--- src/shared/sdc_params.svh ---
// Constants for the command decoder and data mask block
// Summary of operation
// A high byte mask sample puts the data buffers it controls into high impedance.
// On reads the byte mask gates the output word two clocks later.
// On writes the byte mask blocks same-edge data with zero latency.
// Sixteen-bit words have separate low and high byte masks, each gating its eight-bit lane.
// Commands decode from select and the three strobes sampled at the rising edge.
// Normal commands need clock enable high one clock before the command edge.
// Strobe patterns decode to activate, read, write, precharge, mode set, nop, stop.
// Bank commands use bank selects; activate needs idle bank, read/write active bank.
// Refresh pattern from idle: enable high auto refresh, enable low self refresh.
// Enable falling with nop or deselect enters power down; rising exits.
// Power down entry during a burst gives clock suspend instead.
// Chip select high ignores new commands; running operations continue.
// Read or write with auto-precharge bit high precharges the bank at burst end.
// Precharge with auto-precharge bit high closes all four banks.
// Commands illegal for current state act as no-operation.
`ifndef SDC_PARAMS_SVH
`define SDC_PARAMS_SVH
`define SDC_DW 16
`define SDC_AW 12
`define SDC_NB 4
`define SDC_AUTO_PRECHARGE_BIT 10
`define SDC_LO_MSB 7
`define SDC_HI_LSB 8
`define SDC_RD_LAT 2
`define SDC_BL_MSB 2
`define SDC_BL_LSB 0
`define SDC_BL_RST 3'h3
`endif

--- src/shared/sdc_pkg.sv ---
// Types shared by the command decoder
`default_nettype none
package sdc_pkg;
	typedef enum logic [3:0] {
		SDC_NOP, SDC_ACT, SDC_RD, SDC_WR, SDC_PRE, SDC_MRS, SDC_REF, SDC_STOP, SDC_DESEL
	} sdc_cmd_e;
	typedef enum logic [1:0] {
		SDC_RUN, SDC_PDN, SDC_SREF, SDC_SUSP
	} sdc_mode_e;
endpackage : sdc_pkg
`default_nettype wire

--- src/rtl/sdc_decode.sv ---
// Command decoder, bank tracking and data masking of the memory device
`timescale 1ns/1ps
`default_nettype none
`include "sdc_params.svh"
module sdc_decode (
	input wire logic CLK,
	input wire logic RST_N,
	input wire logic CKE,
	input wire logic CS_N,
	input wire logic RAS_N,
	input wire logic CAS_N,
	input wire logic WE_N,
	input wire logic BANK_SEL_0,
	input wire logic BANK_SEL_1,
	input wire logic [`SDC_AW-1:0] ADDR,
	input wire logic LOW_BYTE_MASK,
	input wire logic HIGH_BYTE_MASK,
	input wire logic [`SDC_DW-1:0] DQ_IN,
	input wire logic [`SDC_DW-1:0] RD_DATA,
	output logic [`SDC_DW-1:0] DQ_OUT,
	output logic [1:0] DQ_OE,
	output logic [`SDC_DW-1:0] WR_DATA,
	output logic [1:0] WR_BYTE_EN,
	output logic WR_VALID,
	output logic RD_REQ,
	output logic [`SDC_NB-1:0] BANK_ACTIVE,
	output logic [1:0] POWER_MODE,
	output logic REFRESH_PULSE,
	output logic MODE_SET_PULSE,
	output logic [`SDC_AW-1:0] MODE_WORD,
	output logic BURST_BUSY
);
	// Reset release through two flops
	logic rst_s1_q, rst_n_q;
	always_ff @(posedge CLK or negedge RST_N) begin
		if (!RST_N) begin
			rst_s1_q <= 1'b0;
			rst_n_q <= 1'b0;
		end else begin
			rst_s1_q <= 1'b1;
			rst_n_q <= rst_s1_q;
		end
	end

	// Strobe decoding, shared by the decoder and its checks
	// strobes sampled at edge
	function automatic sdc_pkg::sdc_cmd_e dec(input logic cs, input logic r,
			input logic c, input logic w);
		sdc_pkg::sdc_cmd_e k;
		k = sdc_pkg::SDC_NOP;
		if (cs)
			k = sdc_pkg::SDC_DESEL;
		else
			case ({r, c, w})
				3'h3: k = sdc_pkg::SDC_ACT;
				3'h5: k = sdc_pkg::SDC_RD;
				3'h4: k = sdc_pkg::SDC_WR;
				3'h2: k = sdc_pkg::SDC_PRE;
				3'h0: k = sdc_pkg::SDC_MRS;
				3'h1: k = sdc_pkg::SDC_REF;
				3'h6: k = sdc_pkg::SDC_STOP;
				default: k = sdc_pkg::SDC_NOP;
			endcase
		return k;
	endfunction : dec

	sdc_pkg::sdc_cmd_e cmd;
	logic [1:0] bsel;
	logic [1:0] mask;
	assign bsel = {BANK_SEL_1, BANK_SEL_0};
	assign mask = {HIGH_BYTE_MASK, LOW_BYTE_MASK};

	// Core state: banks, burst, power mode
	logic cke_q, cke_d;
	logic [`SDC_NB-1:0] bank_q, bank_d, append_q, append_d;
	logic [2:0] cnt_q, cnt_d;
	logic [1:0] bb_q, bb_d;
	logic rd_q, rd_d, wr_q, wr_d;
	sdc_pkg::sdc_mode_e mode_q, mode_d;
	logic [`SDC_AW-1:0] mw_q, mw_d;
	logic ref_q, ref_d, mrs_q, mrs_d;
	logic burst, go;
	assign burst = rd_q | wr_q;

	always_comb begin
		cmd = dec(CS_N, RAS_N, CAS_N, WE_N);
		cke_d = CKE;
		bank_d = bank_q;
		append_d = append_q;
		cnt_d = cnt_q;
		bb_d = bb_q;
		rd_d = rd_q;
		wr_d = wr_q;
		mode_d = mode_q;
		mw_d = mw_q;
		ref_d = 1'b0;
		mrs_d = 1'b0;
		// earlier enable gates
		go = cke_q && mode_q == sdc_pkg::SDC_RUN;
		// Burst advances only while clock is enabled
		if (burst && go && CKE) begin
			if (cnt_q == 3'h0) begin
				rd_d = 1'b0;
				wr_d = 1'b0;
				// auto precharge at end
				if (append_q[bb_q]) begin
					bank_d[bb_q] = 1'b0;
					append_d[bb_q] = 1'b0;
				end
			end else
				cnt_d = cnt_q - 3'h1;
		end
		case (mode_q)
			sdc_pkg::SDC_RUN: begin
				// power down entry, suspend during burst
				if (cke_q && !CKE && (cmd == sdc_pkg::SDC_NOP || cmd == sdc_pkg::SDC_DESEL)) begin
					mode_d = burst ? sdc_pkg::SDC_SUSP : sdc_pkg::SDC_PDN;
					rd_d = rd_q;
					wr_d = wr_q;
					cnt_d = cnt_q;
				end else if (go) begin
					// legal commands only
					case (cmd)
						sdc_pkg::SDC_ACT:
							if (!bank_q[bsel])
								bank_d[bsel] = 1'b1;
						sdc_pkg::SDC_RD, sdc_pkg::SDC_WR:
							if (bank_q[bsel]) begin
								rd_d = cmd == sdc_pkg::SDC_RD;
								wr_d = cmd == sdc_pkg::SDC_WR;
								bb_d = bsel;
								cnt_d = mw_q[`SDC_BL_MSB:`SDC_BL_LSB];
								append_d[bsel] = ADDR[`SDC_AUTO_PRECHARGE_BIT];
							end
						// all banks or one
						sdc_pkg::SDC_PRE:
							if (ADDR[`SDC_AUTO_PRECHARGE_BIT])
								bank_d = '0;
							else
								bank_d[bsel] = 1'b0;
						sdc_pkg::SDC_MRS:
							if (bank_q == '0 && !burst) begin
								mw_d = ADDR;
								mrs_d = 1'b1;
							end
						// refresh or self refresh
						sdc_pkg::SDC_REF:
							if (bank_q == '0 && !burst) begin
								if (CKE)
									ref_d = 1'b1;
								else
									mode_d = sdc_pkg::SDC_SREF;
							end
						sdc_pkg::SDC_STOP: begin
							rd_d = 1'b0;
							wr_d = 1'b0;
						end
						default: ;
					endcase
				end
			end
			default:
				// exit on enable rising with nop
				if (CKE && (cmd == sdc_pkg::SDC_NOP || cmd == sdc_pkg::SDC_DESEL))
					mode_d = sdc_pkg::SDC_RUN;
		endcase
	end

	always_ff @(posedge CLK or negedge rst_n_q) begin
		if (!rst_n_q) begin
			cke_q <= 1'b0;
			bank_q <= '0;
			append_q <= '0;
			cnt_q <= 3'h0;
			bb_q <= 2'h0;
			rd_q <= 1'b0;
			wr_q <= 1'b0;
			mode_q <= sdc_pkg::SDC_RUN;
			mw_q <= {{(`SDC_AW-3){1'b0}}, `SDC_BL_RST};
			ref_q <= 1'b0;
			mrs_q <= 1'b0;
		end else begin
			cke_q <= cke_d;
			bank_q <= bank_d;
			append_q <= append_d;
			cnt_q <= cnt_d;
			bb_q <= bb_d;
			rd_q <= rd_d;
			wr_q <= wr_d;
			mode_q <= mode_d;
			mw_q <= mw_d;
			ref_q <= ref_d;
			mrs_q <= mrs_d;
		end
	end

	// Data path: read mask pipeline and registered write
	logic [`SDC_RD_LAT*2-1:0] mpipe_q, mpipe_d;
	logic [1:0] oe_q, oe_d;
	logic [`SDC_DW-1:0] dout_q, dout_d, wd_q, wd_d;
	logic [1:0] wbe_q, wbe_d;
	logic wv_q, wv_d, wcyc;
	assign wcyc = (wr_q || wr_d) && go && CKE;

	always_comb begin
		// mask sampled now gates the word two clocks later
		mpipe_d = {mpipe_q[1:0], mask};
		// high mask tristates its own lane
		oe_d = {2{rd_q}} & ~mpipe_q[`SDC_RD_LAT*2-1:`SDC_RD_LAT];
		dout_d = RD_DATA;
		// write mask with zero latency per lane
		wv_d = wcyc && mask != 2'h3;
		wbe_d = wcyc ? ~mask : 2'h0;
		wd_d = DQ_IN;
	end

	always_ff @(posedge CLK or negedge rst_n_q) begin
		if (!rst_n_q) begin
			mpipe_q <= '1;
			oe_q <= 2'h0;
			dout_q <= '0;
			wd_q <= '0;
			wbe_q <= 2'h0;
			wv_q <= 1'b0;
		end else begin
			mpipe_q <= mpipe_d;
			oe_q <= oe_d;
			dout_q <= dout_d;
			wd_q <= wd_d;
			wbe_q <= wbe_d;
			wv_q <= wv_d;
		end
	end

	assign DQ_OUT = dout_q;
	assign DQ_OE = oe_q;
	assign WR_DATA = wd_q;
	assign WR_BYTE_EN = wbe_q;
	assign WR_VALID = wv_q;
	assign RD_REQ = rd_q;
	assign BANK_ACTIVE = bank_q;
	assign POWER_MODE = mode_q;
	assign REFRESH_PULSE = ref_q;
	assign MODE_SET_PULSE = mrs_q;
	assign MODE_WORD = mw_q;
	assign BURST_BUSY = burst;

	// Checks

	mask_tristate_a: assert property (@(posedge CLK) disable iff (!rst_n_q)
		$past(mask[0], 2) |-> ##1 !DQ_OE[0]) else $error("low lane driven under mask");

	read_lat_a: assert property (@(posedge CLK) disable iff (!rst_n_q)
		rd_q && !$past(mask[1], 2) |=> DQ_OE[1]) else $error("read lane not enabled");

	write_mask_a: assert property (@(posedge CLK) disable iff (!rst_n_q)
		mask == 2'h3 |=> !WR_VALID) else $error("masked write stored");

	cke_prev_a: assert property (@(posedge CLK) disable iff (!rst_n_q)
		!cke_q && mode_q == sdc_pkg::SDC_RUN |=> $stable(BANK_ACTIVE)) else $error("cmd without cke");

	activate_a: assert property (@(posedge CLK) disable iff (!rst_n_q)
		go && cmd == sdc_pkg::SDC_ACT && !(cke_q && !CKE) |=> BANK_ACTIVE[$past(bsel)])
		else $error("activate lost");

	self_ref_a: assert property (@(posedge CLK) disable iff (!rst_n_q)
		go && cmd == sdc_pkg::SDC_REF && bank_q == '0 && !burst && !CKE
		|=> POWER_MODE == 2'h2) else $error("no self refresh");

	suspend_a: assert property (@(posedge CLK) disable iff (!rst_n_q)
		mode_q == sdc_pkg::SDC_RUN && burst && cke_q && !CKE && CS_N |=> POWER_MODE == 2'h3)
		else $error("no suspend");

	deselect_a: assert property (@(posedge CLK) disable iff (!rst_n_q)
		CS_N && !burst |=> $stable(BANK_ACTIVE)) else $error("deselect changed banks");

	pre_all_a: assert property (@(posedge CLK) disable iff (!rst_n_q)
		go && cmd == sdc_pkg::SDC_PRE && ADDR[`SDC_AUTO_PRECHARGE_BIT] && CKE && !burst
		|=> BANK_ACTIVE == '0)
		else $error("precharge all missed");
endmodule : sdc_decode
`default_nettype wire

--- config.mk ---
export PLATFORM = sky130hd
export DESIGN_NAME = sdc_decode
export DESIGN_NICKNAME = d
export VERILOG_FILES = /design/src/shared/sdc_pkg.sv /design/src/rtl/sdc_decode.sv
export VERILOG_INCLUDE_DIRS = /design/src /design/src/shared
export SDC_FILE = /design/constraint.sdc
export NUM_CORES = 1
export LEC_CHECK = 0
export BUFFER_PORTS_ARGS = -buffer_cell sky130_fd_sc_hd__buf_4
export CORE_MARGIN = 4
export CORE_UTILIZATION = 43
export DETAILED_ROUTE_END_ITERATION = 12
export HOLD_SLACK_MARGIN = 0.02
export PLACE_DENSITY = 0.8
export SETUP_SLACK_MARGIN = 0.4
export SLEW_MARGIN = 5
export SYNTH_ARGS = -nofsm -noshare
export SYNTH_HDL_FRONTEND = slang
export SYNTH_SLANG_ARGS = --single-unit
--- constraint.sdc ---
create_clock -name CLK -period 2.45 [get_ports CLK]
set_clock_uncertainty 0.1 [all_clocks]
set_input_delay 0.3675 -clock CLK [delete_from_list [all_inputs] [get_ports CLK]]
set_output_delay 0.3675 -clock CLK [all_outputs]
set_load 0.1 [all_outputs]
-- Word-level counts from Yosys, hierarchy flattened
Cells that the tools add are included.
- flip-flop bits (word level): 75
- input bits: 55
- output and inout port bits: 59
- logic and storage cells: 150
- add/sub/neg operators: 1
- $lt $le $gt $ge: 4
- eq/ne operators: 20
- muxes and demuxes: 69
- bitwise operators: 11
- reduce and logical (&&, ||, !) cells: 26
- operators with widths (kind ; number):
    $mux W4 ; 17
    $mux W1 ; 27
    $mux W3 ; 7
    $pmux W3 S7 ; 1
    $mux W2 ; 9
    $eq A4 B3 Y1 const B ; 4
    $reduce_and A5 Y1 ; 3
    $and A4 B4 Y4 ; 3
    $logic_and A1 B1 Y1 ; 12
    $eq A3 B3 Y1 const B ; 3
    $eq A4 B2 Y1 const B ; 2
    $logic_not A4 Y1 ; 2
    $not A4 Y4 ; 2
    $pmux W4 S2 ; 1
    $eq A3 B2 Y1 const B ; 2
    $logic_not A3 Y1 ; 2
    $lt A2 B3 Y1 const B ; 2
    $ne A3 B1 Y1 const B ; 2
    $ne A3 B2 Y1 const B ; 2
    $bmux W1 S2 ; 2
    $bwmux W4 ; 1
    $demux W1 S2 ; 2
    $eq A4 B1 Y1 const B ; 1
    $eq A4 B4 Y1 const B ; 1
    15 further kinds ; 21

-- Longest topological paths before layout
- word-level depth: 15
- gate-level depth with buffers: 7
- gate-level depth less buffers: 7

-- Worst setup path after synthesis
Ideal clock, no wire load.
- kind: reg2reg
- start: register rd_q (netlist: RD_REQ)
- end: register cnt_q[2]
- setup time: 0.083 ns
- arrival time: 2.324 ns
- required time: 2.267 ns
- path slack: -0.057 ns
- cell stages (with the launch flop): 7
- buffers on the path: 0
- period minus slack after synthesis: 2.507 ns
- path through: dfrtp_1 -> nor2_1 -> inv_1 -> nand4_1 -> nor4_1 -> a31oi_1 -> o21ai_0
- cells in the longest elaborated chain, start to end: 9
- ends and longest elaborated chain (element ; line ; source):
    from (decl) ; sdc_decode.sv:78 ; logic rd_q, rd_d, wr_q, wr_d;
    from (signal assigned) ; sdc_decode.sv:188 ; rd_q <= rd_d;
    $or A1 B1 Y1 (*) ; sdc_decode.sv:83 ; assign burst = rd_q | wr_q;
    net BURST_BUSY ; sdc_decode.sv:31 ; output logic BURST_BUSY
    $logic_and A1 B1 Y1 (*) (2 in series) ; sdc_decode.sv:101 ; if (burst && go && CKE) begin
    $mux W3 (*) ; sdc_decode.sv:101 ;
    $mux W3 ; sdc_decode.sv:128 ; if (bank_q[bsel]) begin
    $mux W3 ; sdc_decode.sv:123 ; case (cmd)
    $mux W3 ; sdc_decode.sv:121 ; end else if (go) begin
    $mux W3 ; sdc_decode.sv:116 ; if (cke_q && !CKE && (cmd == sdc_pkg::SDC_NOP || cmd == sdc_pkg::SDC_DESEL)) begin
    $mux W3 (*) ; sdc_decode.sv:113 ; case (mode_q)
    to (signal assigned) ; sdc_decode.sv:186 ; cnt_q <= cnt_d;
    to (decl) ; sdc_decode.sv:76 ; logic [2:0] cnt_q, cnt_d;
The timed path passes the listed nets; every way through them passes the cells marked *. The select of a mux whose other input is x is not followed.
A chain may end at the register's enable or synchronous reset.

-- Final worst setup path
- start: register cke_q
- end: register mw_q[11] (netlist: MODE_WORD[11])
- cells in the longest elaborated chain, start to end: 4
- elaborated cells between the ends (all ways): 5
- those cells by class: bitwise (1); reduce/logical (4)
- ends and longest elaborated chain (element ; line ; source):
    from (decl) ; sdc_decode.sv:74 ; logic cke_q, cke_d;
    from (signal assigned) ; sdc_decode.sv:183 ; cke_q <= cke_d;
    $logic_and A1 B1 Y1 (2 in series) ; sdc_decode.sv:116 ;
    $not A1 Y1 (no source line) ; n/a ;
    $reduce_and A5 Y1 (no source line) (*) ; n/a ;
    to (signal assigned) ; sdc_decode.sv:179 ; mw_q <= {{(`SDC_AW-3){1'b0}}, `SDC_BL_RST};
    to (signal assigned) ; sdc_decode.sv:191 ; mw_q <= mw_d;
    to (decl) ; sdc_decode.sv:80 ; logic [`SDC_AW-1:0] mw_q, mw_d;
Mark *: on every way between the ends. The rest lies on a longest branch, timed or not.

==> key figures <==
Critical path
  – CP Data Required Time: 2.59 ns
  – Crit-path cells: nor2b_1 -> a2111oi_2 -> and3_4 -> buf_2 -> mux2_2
  – Worst Reg-to-Reg Cells: 5
  – CP peak stage delay: 0.45 ns
  – Arrival time at the worst endpoint: 2.19 ns
  – Worst R2R Start: cke_q$_DFF_PN0_
  – Worst Setup Start Kind: register
  – Worst setup EP type: register
  – Crit path max-delay cell type: dfrtp_2
  – Critical R2R Capture: MODE_WORD[11]$_DFFE_PN0P_
  – Reg-to-reg slack, setup: 0.40 ns
  – CP Class: reg -> reg
  – Crit Path Max Fanout: 6
  – Critical Path Start: cke_q$_DFF_PN0_

Place
  – IO Port Bufs: 113
  – HPWL after DPL: 5180 um
  – Dpl ws: 0.215 ns
  – Dpl cell area: 3750 um2
  – Routability Congestion: 0.821
  – Dpl cells: 391

Floorplanning
  – Die footprint: 7770 um2
  – Starting density of the core: 0.456
  – Core area: 6060 um2
  – Std cell rows: 28
  – Die Ht: 88.2 um
  – I/O Pins: 114
  – Horiz. Die Dim: 88.2 um

Synth
  – Synth Area in XOR/XNOR: 0.00317
  – Synth Warn #: 0
  – Seq/Total Area, Yosys: 0.682
  – Post-Syn Area: 2760 um2
  – Dominant synthesized flop cell: dfrtp_1
  – Syn_nets: 263
  – Synth Area in Adders: 0.00905
  – Async SR Flop Fraction: 1.00
  – Post-synth EDFFs: 0
  – Compound-gate portion of the synthesized area: 0.0996
  – Cells after synthesis: 206
  – Main combinational cell family by area after synthesis: simple AND/OR/NAND/NOR gates
  – Mean Syn Cell Area: 13.4 um2
  – Synth cell types: 47
  – Share of synthesized area spent on multiplexers: 0.0702
  – Yosys reg bits: 75
  – Synth Area in Simple Gates: 0.103

STA
  – RSZ-0062 raised after global routing: true
  – Final worst path period need: 2.05 ns
  – Final Max Tran Viols: 0
  – Peak Freq: 0.487 GHz
  – Final period util: 0.838
  – Final Hold Viols: 0
  – Worst hold slack: 0.0904 ns
  – Final setup fails: 0
  – Worst setup margin: 0.398 ns
  – Setup TNS: 0 ns

Flow run
  – Max Cap Viol: 0

Clock network
  – Post-CTS Setup Inserts: 0
  – H-Tree Depth: 3
  – Clock Sinks: 75
  – Clock latency on the worst-skew pair: 0.35 ns
  – Num CTS Buffers: 9
  – Reg clk slew, reported paths: 0.08 ns
  – Root Driver: clkbuf_8
  – Clk buf depth: 2
  – CTS tree: built

Layout
  – Non-filler instance count after layout: 444
  – Layout area overhead: 55.5%
  – Util after Layout: 0.709
  – Nets: 420
  – Register area: 1910 um2
  – Area of the multi-input gates: 835 um2
  – FILL cells: 398
  – Cell area after layout: 4300 um2
  – Layout cells sized above 1: 0.476

Routing
  – WL/cell: 18.8 um
  – Vias per cell: 5.14
  – Routed WL: 8360 um
  – Detail Route Antenna Nets: 0
  – DR DRC count: 0
  – Initial DRC Count: 114
  – Vias: 2281
  – Pre-antenna DRT Iters: 4

Global routing
  – Antenna violations before repair: 1
  – Vias in the first global route: 2475
  – Remaining Overflow, GRT: 0
  – Global-route wire length before repair: 13200 um
  – All-layer global routing usage: 0.235
  – Largest net degree at the start of global routing: 32

Pwr
  – PnR Total Power: 3.29 mW
  – Pwr dens: 766 nW/um2
  – Worst vdd ir: 0.558 mV
  – P_leak: 2.05 nW

Worst hold path
  – Hold Crit Class: reg -> async

Status
  – Outcome: finished, final reports clean
[state kept, by name, summed over array words and instances (netlist names), 2 cells and up]
| signal | count |
|---|---|
| DQ_OUT | 16 |
| mpipe_q | 4 |
| POWER_MODE | 2 |
| MODE_WORD | 12 |
| bb_q | 2 |
| cnt_q | 3 |
| append_q | 4 |
| WR_BYTE_EN | 2 |
| WR_DATA | 16 |
| BANK_ACTIVE | 4 |
| DQ_OE | 2 |
[logic make-up (layout without fill, tap and decap cells)]
group                    after synthesis  after routing
flip-flops                            75             75
adder cells (fa/ha/maj)                2              2
AND/OR/NAND/NOR                       54             54
XOR/XNOR                               1              1
multiplexers                          16             16
other                                  1              2
AO/OA/AOI/OAI                         41             41
buffers and inverters                 16            178
[layout make-up]
class | instances | area share
clock buffers | 11 | 0.0306
inverters | 9 | 0.00873
clock inverters | 5 | 0.00902
diodes | 1 | 0.000582
multi-input cells | 115 | 0.194
flip-flops and latches | 75 | 0.444
repair buffers | 153 | 0.291
well taps | 75 | 0.0218
[worst max path at each step]
stage	to	slack (ns)	depth (start not counted)
after floorplan	bb_q[0]$_DFFE_PN0P_	0.34	5
after global placement	WR_VALID$_DFF_PN0_	0.29	6
after detailed placement	WR_VALID$_DFF_PN0_	0.22	6
after CTS	MODE_WORD[11]$_DFFE_PN0P_	0.41	5
after global routing	MODE_WORD[11]$_DFFE_PN0P_	0.34	5
final	MODE_WORD[11]$_DFFE_PN0P_	0.40	5
[report_power, final]
group,switching (mW),internal [mW]
Combinational,0.698,0.302
Sequential,0.0964,1.36
Clock,0.464,0.371
[Yosys cell counts, types with 3 or more instances]
master   instances  area [um2]
mux2_2          13         146
a21oi_1          8        40.0
inv_1            9        33.8
nand2_1         11        41.3
a31oi_1          4        25.0
nor2_1          14        52.6
dfstp_2          6         158
o21ai_0         11        55.1
nand4_1          3        18.8
nor3_1           3        15.0
nor2b_1          5        31.3
nand3_1          3        15.0
buf_6            3        33.8
dfrtp_1         69        1730
a31o_2           4        35.0
[worst max-delay path: cells and delay by family (launching register included)]
family	cells	cell delay [ns]
compound gates	1	0.41
buf+inv	1	0.19
flops	1	0.45
mux	1	0.35
simple gates	2	0.45
[repair_timing]
| item | 4_1_cts | 5_1_grt |
|---|---|---|
| endpoints found under the hold margin | 36 | 0 |
| pin swaps | 0 | 2 |
| cloned | 0 | 1 |
| hold buffers | 35 | 0 |
| resized for setup | 2 | 6 |
| setup endpoints to repair | 17 | 19 |
[per-layer routing]
| layer | up-vias | share of wire | global-route usage |
|---|---|---|---|
| li1 | 1040 | - | - |
| met5 | - | 0 | 0 |
| met3 | 21 | 0.067 | 0.0715 |
| met1 | 1130 | 0.34 | 0.250 |
| met4 | 0 | 0.036 | 0.128 |
| met2 | 90 | 0.56 | 0.415 |
[placed cells by master, fill, tap and decap left out, drive strengths merged, types with 6 or more instances in the layout]
cell	Yosys	final
o21ai	11	11
dfstp	6	6
a21oi	8	8
nor2	14	14
mux2	14	14
inv	9	9
buf	5	118
dlygate4sd3	0	35
clkbuf	2	11
nand2	11	11
dfrtp	69	69
Note: power is estimated with default switching activity, not from simulation.
